--- src/rtl/scg_pkg.sv ---
// Package for the checkfield generator: codes, line tables, formats.
// Assumes 10-bit 4:2:2 words, 8.2 fixed point.
`default_nettype none
package scg_pkg;
  localparam int WORD_W = 10;
  localparam int LINE_W = 11;
  localparam int SAMP_W = 12;
  localparam logic [9:0] EQ_CHROMA = 10'h300;
  localparam logic [9:0] EQ_LUMA = 10'h198;
  localparam logic [9:0] PLL_CHROMA = 10'h200;
  localparam logic [9:0] PLL_LUMA = 10'h110;
  localparam logic [9:0] POL_WORD = 10'h190;
  localparam logic [9:0] POL_WORD_SWAP = 10'h200;
  localparam logic [11:0] ACTIVE_SAMPLES = 12'hF00;
  localparam logic [11:0] LAST_SAMPLE = 12'hEFF;
  localparam logic [11:0] POL_SAMPLE = 12'h001;
  localparam int FIFO_DEPTH = 16;
  typedef enum logic [1:0] {SCG_FMT_1125I, SCG_FMT_1250I, SCG_FMT_1080I, SCG_FMT_1080P} scg_fmt_t;
  localparam logic [10:0] F1_FIRST [4] = '{11'h029, 11'h02D, 11'h015, 11'h02A};
  localparam logic [10:0] F1_LAST [4] = '{11'h22D, 11'h26C, 11'h230, 11'h461};
  localparam logic [10:0] F2_FIRST [4] = '{11'h25B, 11'h29E, 11'h248, 11'h000};
  localparam logic [10:0] F2_LAST [4] = '{11'h460, 11'h4DD, 11'h463, 11'h000};
  localparam logic [10:0] EQ_END_F1 [4] = '{11'h12B, 11'h14D, 11'h123, 11'h246};
  // Field 2 switch sits at the same offset from its first line as field 1
  localparam logic [10:0] EQ_END_F2 [4] = '{11'h35D, 11'h3BE, 11'h356, 11'h000};
  localparam logic [10:0] ACTIVE_LINES [4] = '{11'h40B, 11'h480, 11'h438, 11'h438};
endpackage : scg_pkg
`default_nettype wire

--- src/rtl/scg_stream_if.sv ---
// Interface carrying a valid/ready video word stream between modules.
// Assumes one shared clock.
`timescale 1ns/1ps
`default_nettype none
interface scg_stream_if #(parameter int W = 10);
  logic [W-1:0] data;
  logic valid;
  logic ready;
  modport src (output data, output valid, input ready);
  modport snk (input data, input valid, output ready);
endinterface : scg_stream_if
`default_nettype wire
--- src/rtl/scg_checkfield.sv ---
// Checkfield generator: replaces active samples of an incoming raster
// with equalizer and PLL stress words; everything else passes unchanged.
// Assumes upstream marks active words and gives line number and frame start.
`timescale 1ns/1ps
`default_nettype none
module scg_checkfield #(
  parameter int W = scg_pkg::WORD_W
) (
  input wire logic mclk,
  input wire logic arst_n,
  input wire scg_pkg::scg_fmt_t fmt,
  input wire logic swap_pairs,
  input wire logic enable,
  input wire logic [W-1:0] in_data,
  input wire logic in_active,
  input wire logic [scg_pkg::LINE_W-1:0] in_line,
  input wire logic in_frame_start,
  input wire logic in_valid,
  output logic in_ready,
  output logic [W-1:0] out_data,
  output logic out_valid,
  input wire logic out_ready,
  output logic out_frame_odd
);
  logic [scg_pkg::SAMP_W-1:0] samp_r;
  logic odd_frame_r;
  logic [W-1:0] word_nxt;
  logic fire;
  logic in_field1;
  logic in_field2;
  logic eq_zone;
  logic first_line;
  logic [W-1:0] out_data_r;
  logic out_valid_r;
  localparam int OW = $clog2(scg_pkg::FIFO_DEPTH) + 1;
  logic [OW-1:0] occ_r;
  logic [OW-1:0] occ_nxt;
  logic in_ready_r;
  logic drain;
  scg_stream_if #(.W(W)) fin();
  scg_stream_if #(.W(W)) fout();

  function automatic logic in_range(input logic [10:0] l, input logic [10:0] lo, input logic [10:0] hi);
    in_range = (l >= lo) && (l <= hi);
  endfunction : in_range

  assign fire = in_valid && fin.ready;
  assign in_ready = in_ready_r;

  always_comb begin
    in_field1 = in_range(in_line, scg_pkg::F1_FIRST[fmt], scg_pkg::F1_LAST[fmt]);
    in_field2 = (fmt != scg_pkg::SCG_FMT_1080P) &&
                in_range(in_line, scg_pkg::F2_FIRST[fmt], scg_pkg::F2_LAST[fmt]);
    // fixed switch, PLL on the next line
    eq_zone = (in_field1 && in_line <= scg_pkg::EQ_END_F1[fmt]) ||
              (in_field2 && in_line <= scg_pkg::EQ_END_F2[fmt]);
    first_line = in_line == scg_pkg::F1_FIRST[fmt];
  end

  always_ff @(posedge mclk or negedge arst_n) begin
    if (!arst_n) begin
      samp_r <= '0;
    end else if (fire) begin
      if (!in_active || samp_r == scg_pkg::LAST_SAMPLE) begin
        samp_r <= '0;
      end else begin
        samp_r <= samp_r + 12'h001;
      end
    end
  end

  always_ff @(posedge mclk or negedge arst_n) begin
    if (!arst_n) begin
      odd_frame_r <= 1'b0;
    end else if (fire && in_frame_start) begin
      odd_frame_r <= ~odd_frame_r;
    end
  end

  always_comb begin
    word_nxt = in_data;
    if (enable && in_active && (in_field1 || in_field2)) begin
      if (eq_zone) begin
        word_nxt = (samp_r[0] ^ swap_pairs) ? scg_pkg::EQ_LUMA : scg_pkg::EQ_CHROMA;
      end else begin
        word_nxt = (samp_r[0] ^ swap_pairs) ? scg_pkg::PLL_LUMA : scg_pkg::PLL_CHROMA;
      end
      if (odd_frame_r && first_line && samp_r == scg_pkg::POL_SAMPLE) begin
        word_nxt = swap_pairs ? scg_pkg::POL_WORD_SWAP : scg_pkg::POL_WORD;
      end
    end
  end

  assign fin.data = word_nxt;
  assign fin.valid = in_valid;

  scg_fifo #(.W(W), .DEPTH(scg_pkg::FIFO_DEPTH)) u_fifo (
    .mclk(mclk),
    .arst_n(arst_n),
    .in_s(fin),
    .out_s(fout)
  );

  // Registered output stage, skid-free: loads only when empty or drained
  assign fout.ready = !out_valid_r || out_ready;
  always_ff @(posedge mclk or negedge arst_n) begin
    if (!arst_n) begin
      out_data_r <= '0;
      out_valid_r <= 1'b0;
    end else if (fout.ready) begin
      out_data_r <= fout.data;
      out_valid_r <= fout.valid;
    end
  end
  assign out_data = out_data_r;
  assign out_valid = out_valid_r;
  assign out_frame_odd = odd_frame_r;

  // Mirror of the buffer fill, so in_ready leaves a flip-flop
  assign drain = fout.valid && fout.ready;
  always_comb begin
    occ_nxt = occ_r + OW'(fire) - OW'(drain);
  end
  always_ff @(posedge mclk or negedge arst_n) begin
    if (!arst_n) begin
      occ_r <= '0;
      in_ready_r <= 1'b1;
    end else begin
      occ_r <= occ_nxt;
      in_ready_r <= occ_nxt != OW'(scg_pkg::FIFO_DEPTH);
    end
  end

  eq_words_a: assert property (@(posedge mclk) disable iff (!arst_n)
    fire && enable && in_active && eq_zone && !swap_pairs && samp_r[0] && !(odd_frame_r && first_line)
    |-> fin.data == 10'h198)
    else $error("equalizer luma wrong");
  eq_chroma_a: assert property (@(posedge mclk) disable iff (!arst_n)
    fire && enable && in_active && eq_zone && !swap_pairs && !samp_r[0]
    |-> fin.data == 10'h300)
    else $error("equalizer chroma wrong");
  pll_words_a: assert property (@(posedge mclk) disable iff (!arst_n)
    fire && enable && in_active && (in_field1 || in_field2) && !eq_zone && !swap_pairs && !samp_r[0]
    |-> fin.data == 10'h200)
    else $error("pll chroma wrong");
  pll_luma_a: assert property (@(posedge mclk) disable iff (!arst_n)
    fire && enable && in_active && (in_field1 || in_field2) && !eq_zone && !swap_pairs && samp_r[0]
    |-> fin.data == 10'h110)
    else $error("pll luma wrong");

  samp_wrap_a: assert property (@(posedge mclk) disable iff (!arst_n)
    fire && in_active && samp_r == 12'hEFF
    |=> samp_r == 12'h000)
    else $error("sample index wrap");
  samp_step_a: assert property (@(posedge mclk) disable iff (!arst_n)
    fire && in_active && samp_r != 12'hEFF
    |=> samp_r == $past(samp_r) + 12'h001)
    else $error("sample index step");
  samp_clear_a: assert property (@(posedge mclk) disable iff (!arst_n)
    fire && !in_active
    |=> samp_r == 12'h000)
    else $error("sample index clear");

  // field windows add up to the height
  height_a: assert property (@(posedge mclk) disable iff (!arst_n)
    scg_pkg::ACTIVE_LINES[fmt] == scg_pkg::F1_LAST[fmt] - scg_pkg::F1_FIRST[fmt] + 11'h001 +
    ((fmt == scg_pkg::SCG_FMT_1080P) ? 11'h000 : scg_pkg::F2_LAST[fmt] - scg_pkg::F2_FIRST[fmt] + 11'h001))
    else $error("height table");
  eq_start_a: assert property (@(posedge mclk) disable iff (!arst_n)
    in_line == scg_pkg::F1_FIRST[fmt] || (fmt != scg_pkg::SCG_FMT_1080P && in_line == scg_pkg::F2_FIRST[fmt])
    |-> eq_zone)
    else $error("equalizer start line");
  pll_end_a: assert property (@(posedge mclk) disable iff (!arst_n)
    in_line == scg_pkg::F1_LAST[fmt] || (fmt != scg_pkg::SCG_FMT_1080P && in_line == scg_pkg::F2_LAST[fmt])
    |-> (in_field1 || in_field2) && !eq_zone)
    else $error("pll last line");
  fix_switch_a: assert property (@(posedge mclk) disable iff (!arst_n)
    fmt != scg_pkg::SCG_FMT_1080P
    |-> scg_pkg::EQ_END_F1[fmt] - scg_pkg::F1_FIRST[fmt] == scg_pkg::EQ_END_F2[fmt] - scg_pkg::F2_FIRST[fmt])
    else $error("switch offset differs");

  win_1125_a: assert property (@(posedge mclk) disable iff (!arst_n)
    fmt == scg_pkg::SCG_FMT_1125I |-> in_range(scg_pkg::EQ_END_F1[fmt], 11'h127, 11'h12E) &&
    in_range(scg_pkg::EQ_END_F2[fmt], 11'h35A, 11'h361) && scg_pkg::F1_FIRST[fmt] == 11'h029)
    else $error("1125i switch range");
  win_1250_a: assert property (@(posedge mclk) disable iff (!arst_n)
    fmt == scg_pkg::SCG_FMT_1250I |-> in_range(scg_pkg::EQ_END_F1[fmt], 11'h149, 11'h14F) &&
    in_range(scg_pkg::EQ_END_F2[fmt], 11'h3BA, 11'h3C0) && scg_pkg::F1_FIRST[fmt] == 11'h02D)
    else $error("1250i switch range");
  win_1080i_a: assert property (@(posedge mclk) disable iff (!arst_n)
    fmt == scg_pkg::SCG_FMT_1080I |-> in_range(scg_pkg::EQ_END_F1[fmt], 11'h11F, 11'h125) &&
    in_range(scg_pkg::EQ_END_F2[fmt], 11'h352, 11'h358) && scg_pkg::F1_FIRST[fmt] == 11'h015)
    else $error("1080i switch range");
  win_1080p_a: assert property (@(posedge mclk) disable iff (!arst_n)
    fmt == scg_pkg::SCG_FMT_1080P |-> in_range(scg_pkg::EQ_END_F1[fmt], 11'h242, 11'h249) &&
    scg_pkg::F1_FIRST[fmt] == 11'h02A && scg_pkg::F1_LAST[fmt] == 11'h461)
    else $error("1080p switch range");

  eq_last_a: assert property (@(posedge mclk) disable iff (!arst_n)
    (in_field1 && in_line == scg_pkg::EQ_END_F1[fmt]) || (in_field2 && in_line == scg_pkg::EQ_END_F2[fmt])
    |-> eq_zone)
    else $error("switch line not equalizer");
  switch_a: assert property (@(posedge mclk) disable iff (!arst_n)
    (in_field1 && in_line == scg_pkg::EQ_END_F1[fmt] + 11'h001) ||
    (in_field2 && in_line == scg_pkg::EQ_END_F2[fmt] + 11'h001) |-> !eq_zone)
    else $error("pll start line");

  pol_word_a: assert property (@(posedge mclk) disable iff (!arst_n)
    fire && enable && in_active && odd_frame_r && first_line && samp_r == 12'h001 && !swap_pairs
    |-> fin.data == 10'h190)
    else $error("polarity word");
  pol_skip_a: assert property (@(posedge mclk) disable iff (!arst_n)
    fire && enable && in_active && !odd_frame_r && first_line && samp_r == 12'h001 && !swap_pairs
    |-> fin.data == 10'h198)
    else $error("polarity word in wrong frame");
  pol_swap_a: assert property (@(posedge mclk) disable iff (!arst_n)
    fire && enable && in_active && odd_frame_r && first_line && samp_r == 12'h001 && swap_pairs
    |-> fin.data == 10'h200)
    else $error("swapped polarity word");
  eq_swap_a: assert property (@(posedge mclk) disable iff (!arst_n)
    fire && enable && in_active && eq_zone && swap_pairs && !samp_r[0]
    |-> fin.data == 10'h198)
    else $error("swapped equalizer pair");
  pll_swap_a: assert property (@(posedge mclk) disable iff (!arst_n)
    fire && enable && in_active && (in_field1 || in_field2) && !eq_zone && swap_pairs && samp_r[0]
    |-> fin.data == 10'h200)
    else $error("swapped pll pair");
  pol_bit_a: assert property (@(posedge mclk) disable iff (!arst_n)
    fire && enable && in_active && odd_frame_r && first_line && samp_r == 12'h001
    |-> $countones(fin.data ^ (swap_pairs ? 10'h300 : 10'h198)) == 1)
    else $error("polarity word bit change");
  frame_tog_a: assert property (@(posedge mclk) disable iff (!arst_n)
    fire && in_frame_start
    |=> odd_frame_r != $past(odd_frame_r))
    else $error("frame toggle");

  pass_blank_a: assert property (@(posedge mclk) disable iff (!arst_n)
    fire && !in_active
    |-> fin.data == in_data)
    else $error("blanking altered");
  pass_off_a: assert property (@(posedge mclk) disable iff (!arst_n)
    fire && !enable
    |-> fin.data == in_data)
    else $error("disabled data altered");
  pass_out_a: assert property (@(posedge mclk) disable iff (!arst_n)
    fire && in_active && !in_field1 && !in_field2
    |-> fin.data == in_data)
    else $error("outside field altered");
  // no word lost at the input
  ready_mirror_a: assert property (@(posedge mclk) disable iff (!arst_n)
    1'b1
    |-> in_ready == fin.ready)
    else $error("ready mirror differs");
  // no word lost at the output
  out_hold_a: assert property (@(posedge mclk) disable iff (!arst_n)
    out_valid && !out_ready
    |=> out_valid && $stable(out_data))
    else $error("output not held");
endmodule : scg_checkfield
`default_nettype wire

--- src/rtl/scg_fifo.sv ---
// Synchronous FIFO with valid/ready both sides.
// Assumes single clock domain.
`timescale 1ns/1ps
`default_nettype none
module scg_fifo #(
  parameter int W = 10,
  parameter int DEPTH = 16
) (
  input wire logic mclk,
  input wire logic arst_n,
  scg_stream_if.snk in_s,
  scg_stream_if.src out_s
);
  localparam int AW = $clog2(DEPTH);
  logic [W-1:0] mem_r [DEPTH];
  logic [AW-1:0] wp_r;
  logic [AW-1:0] rp_r;
  logic [AW:0] cnt_r;
  logic wr;
  logic rd;
  // Full at DEPTH words; count is one bit wider than the pointers
  assign in_s.ready = cnt_r != (AW+1)'(DEPTH);
  assign out_s.valid = cnt_r != '0;
  assign out_s.data = mem_r[rp_r];
  assign wr = in_s.valid && in_s.ready;
  assign rd = out_s.valid && out_s.ready;
  always_ff @(posedge mclk) begin
    if (wr) begin
      mem_r[wp_r] <= in_s.data;
    end
  end
  always_ff @(posedge mclk or negedge arst_n) begin
    if (!arst_n) begin
      wp_r <= '0;
      rp_r <= '0;
      cnt_r <= '0;
    end else begin
      if (wr) begin
        wp_r <= wp_r + AW'(1);
      end
      if (rd) begin
        rp_r <= rp_r + AW'(1);
      end
      cnt_r <= cnt_r + (AW+1)'(wr) - (AW+1)'(rd);
    end
  end
endmodule : scg_fifo
`default_nettype wire

--- config.mk ---
export PLATFORM = sky130hd
export DESIGN_NAME = scg_checkfield
export DESIGN_NICKNAME = d
export VERILOG_FILES = /design/src/rtl/scg_pkg.sv /design/src/rtl/scg_stream_if.sv /design/src/rtl/scg_checkfield.sv /design/src/rtl/scg_fifo.sv
export SDC_FILE = /design/constraint.sdc
export NUM_CORES = 1
export LEC_CHECK = 0
export BUFFER_PORTS_ARGS = -buffer_cell sky130_fd_sc_hd__clkbuf_2
export CORE_MARGIN = 1.5
export CORE_UTILIZATION = 55
export DETAILED_ROUTE_END_ITERATION = 10
export PLACE_DENSITY = 0.8
export SLEW_MARGIN = 20
export SYNTH_ARGS = -nofsm -noshare
export SYNTH_HDL_FRONTEND = slang
export SYNTH_SLANG_ARGS = --single-unit
--- constraint.sdc ---
create_clock -name mclk -period 5.65 [get_ports mclk]
set_input_delay 0.565 -clock mclk [delete_from_list [all_inputs] [get_ports mclk]]
set_output_delay 0.565 -clock mclk [all_outputs]
set_load 0.02 [all_outputs]
==> results.cfg <==
[clocking]
cts_hold_buf = 0
clock_latency_ns = 0.49
clkTransAtPathRegs_ns = 0.06
cts_setup_buffers = 0
ctsResizeCount = 0
cts_sinks = 203
cts_tree = done
clock_path_buffers = 3
numCtsBuffers = 20
h-tree-depth = 1
cts_root_buf = clkbuf_16

[worst_setup_path]
critPathArrivalTime_ns = 4.42
worstPathCellList = clkbuf_2 -> ha_1 -> inv_1 -> ha_1 -> or4b_1 -> a2111oi_0 -> a211oi_1 -> o31a_1 -> o22ai_2 -> a21oi_4 -> a21oi_1
cp_max_fo = 16
slowest_stage = a21oi_1
critPathRequiredTime_ns = 5.79
startpoint_type = input pin
critical-path-max-stage-delay_ns = 0.88
worst-setup-path-type = input pin to register
cp-end-kind = register
critPathMostFrequentCell = ha_1

[outcome]
run_status = completed

[placed_design]
dpl.cell_count = 871
finalWeightedCongestion = 0.878
place_worst_setup_slack_ns = 1.03
dpl.hpwl_um = 13600
io_buffers = 43

[logic_synthesis]
yosys_warnings = 0
postSynth.asyncResetShare_pct = 21.2
syn_nets = 708
ys_seq_area_share_pct = 60.9
ys_ff_latch = 203
synth_edf_count = 160
ys_types = 63
synth_area_mm2 = 0.00965
syn_inst = 623
avgSynthCellArea_um2 = 15.5
ys.flop_type = edfxtp_1

[detailed_routing]
first_pass_iters = 5
routedWlPerCell_um = 23.8
drc_errors = 0
ant_nets = 0
num_vias = 5711
drtIter0Drc = 424
routed_wl_um = 21600
vias_per_cell = 6.29

[finish]
drive_gt1_share_pct = 22.6
layout_common_cells = 160 x edfxtp_1, 52 x ha_1, 50 x mux4_2
instances_no_fill = 908
area_delta_synth_final_pct = 11.1
layout.cells.most_common = edfxtp_1
fin_nets = 753

[power]
p_leak_nw = 3.94
fin_total_pwr_mw = 4.92
vdd_ir_drop_max_uv = 271
power.density_mw_per_mm2 = 459

[die]
num_io_pins = 44
initial_utilization_pct = 56.0
die_w_um = 135
core_area_mm2 = 0.0172
die_h_um = 135
num_rows = 48
fp.dieArea_mm2 = 0.0184

[global_route]
grt_use_total_pct = 24.6
met3_usage_pct = 4.15
grt_pass1_wl_um = 33200
grt_pass1_vias = 5805
grt_remaining_overflow = 0
grt_max_degree = 44
use_met1_pct = 32.6
antenna_found_initial = 2
use_met2_pct = 41.6
grt_busiest_layer = met2

[sta]
fmaxAchievable_mhz = 233
tightest_slew_ns = 1.08
relSlewSlack_pct = 28.2
hold_viol = 0
fin_worst_skew_ns = 0.00850
fin_crit_sh_pct = 75.8
final.setup.tns_ns = 0
setup_viol = 0
worst_slack_ns = 1.37
drv_slew = 0
final.min_clock_period_ns = 4.28
rsz0062_at_grt = false

[flow_run]
cap_violations = 0

[hold_path]
hold_path.class = input pin to asynchronous set/reset pin
report_power, final:
group / switching [mW] / internal, mW / leakage, nW
Sequential: 0.215 / 1.88 / 1.97
Combinational: 0.747 / 0.740 / 1.64
Clock: 0.559 / 0.772 / 0.326
cell type report:
cell class / instances / area [um2]
Inverter: 38 / 143
Fill cell: 1198 / 6520
Tap cell: 225 / 282
Sequential cell: 203 / 5880
Multi-Input combinational cell: 359 / 3510
Timing Repair Buffer: 46 / 240
Clock inverter: 14 / 129
Antenna cell: 1 / 2.50
Clock buffer: 22 / 529
state kept, by name, indices dropped and copies added (netlist names):
name / cells
out_data: 10
u_fifo.mem_r: 160
u_fifo.wp_r: 4
out_frame_odd: 1
u_fifo.cnt_r: 5
u_fifo.rp_r: 4
out_valid: 1
in_ready: 1
occ_r: 5
samp_r: 12
synth_stat cells, types with 11 or more instances:
cell type,instances,area (um2)
and2_1,13,81.3
mux2_2,13,146
o21ai_0,15,75.1
nand3_1,11,55.1
edfxtp_1,160,4800
nor2_1,28,105
ha_1,52,651
nand2_1,28,105
clkbuf_1,13,48.8
xnor2_1,21,184
a21oi_1,13,65.1
inv_1,38,143
dfrtp_1,42,1050
mux4_2,50,1130
critical path, delay by kind of cell:
kind | cells | cell delay (ns)
buf+inv | 2 | 0.45
compound gates | 6 | 1.95
simple gates | 1 | 0.57
fa+ha+maj | 2 | 0.87
worst paths after layout:
check,slack (ns),to,from,depth (start not counted)
hold reg to reg,0.51,out_data[8]$_DFFE_PN0N_,out_data[8]$_DFFE_PN0N_,1
min in group mclk,0.32,out_frame_odd$_DFFE_PN0P_,in_frame_start,3
setup reg to reg,2.27,u_fifo.mem_r[6][9]$_DFFE_PP_,samp_r[0]$_DFFE_PN0P_,7
max in group asynchronous,5.16,u_fifo.rp_r[0]$_DFFE_PN0P_,arst_n,1
hold / removal,0.05,out_data[2]$_DFFE_PN0N_,arst_n,1
setup / recovery,1.37,u_fifo.mem_r[6][9]$_DFFE_PP_,fmt[1],11
layer usage:
metal  vias up  routed length [um]
met1      2894                8550
met3        41                1550
met5         -                  12
met2       265               10900
met4         2                 578
li1       2509                   -
through the flow:
| step | instance area [um2] | utilization, % | hold slack [ns] |
|---|---|---|---|
| 2_1_floorplan | 9650 | - | 0.269 |
| 3_3_place_gp | 10100 | 58.4 | 0.492 |
| 3_5_place_dp | 10100 | 58.4 | 0.502 |
| 4_1_cts | 10700 | 62.2 | 0.313 |
| 5_1_grt | 10700 | 62.2 | 0.106 |
| 6_report | 10700 | 62.2 | 0.0547 |
cells by family after synthesis:
group | Yosys count | share of synthesized area [%]
compound gates | 72 | 5.43
xor+xnor | 30 | 2.72
fa+ha+maj | 54 | 7.16
buf+inv | 61 | 2.66
flops | 203 | 60.9
mux | 64 | 13.3
simple gates | 139 | 7.80
(Power assumes the default switching activity.)
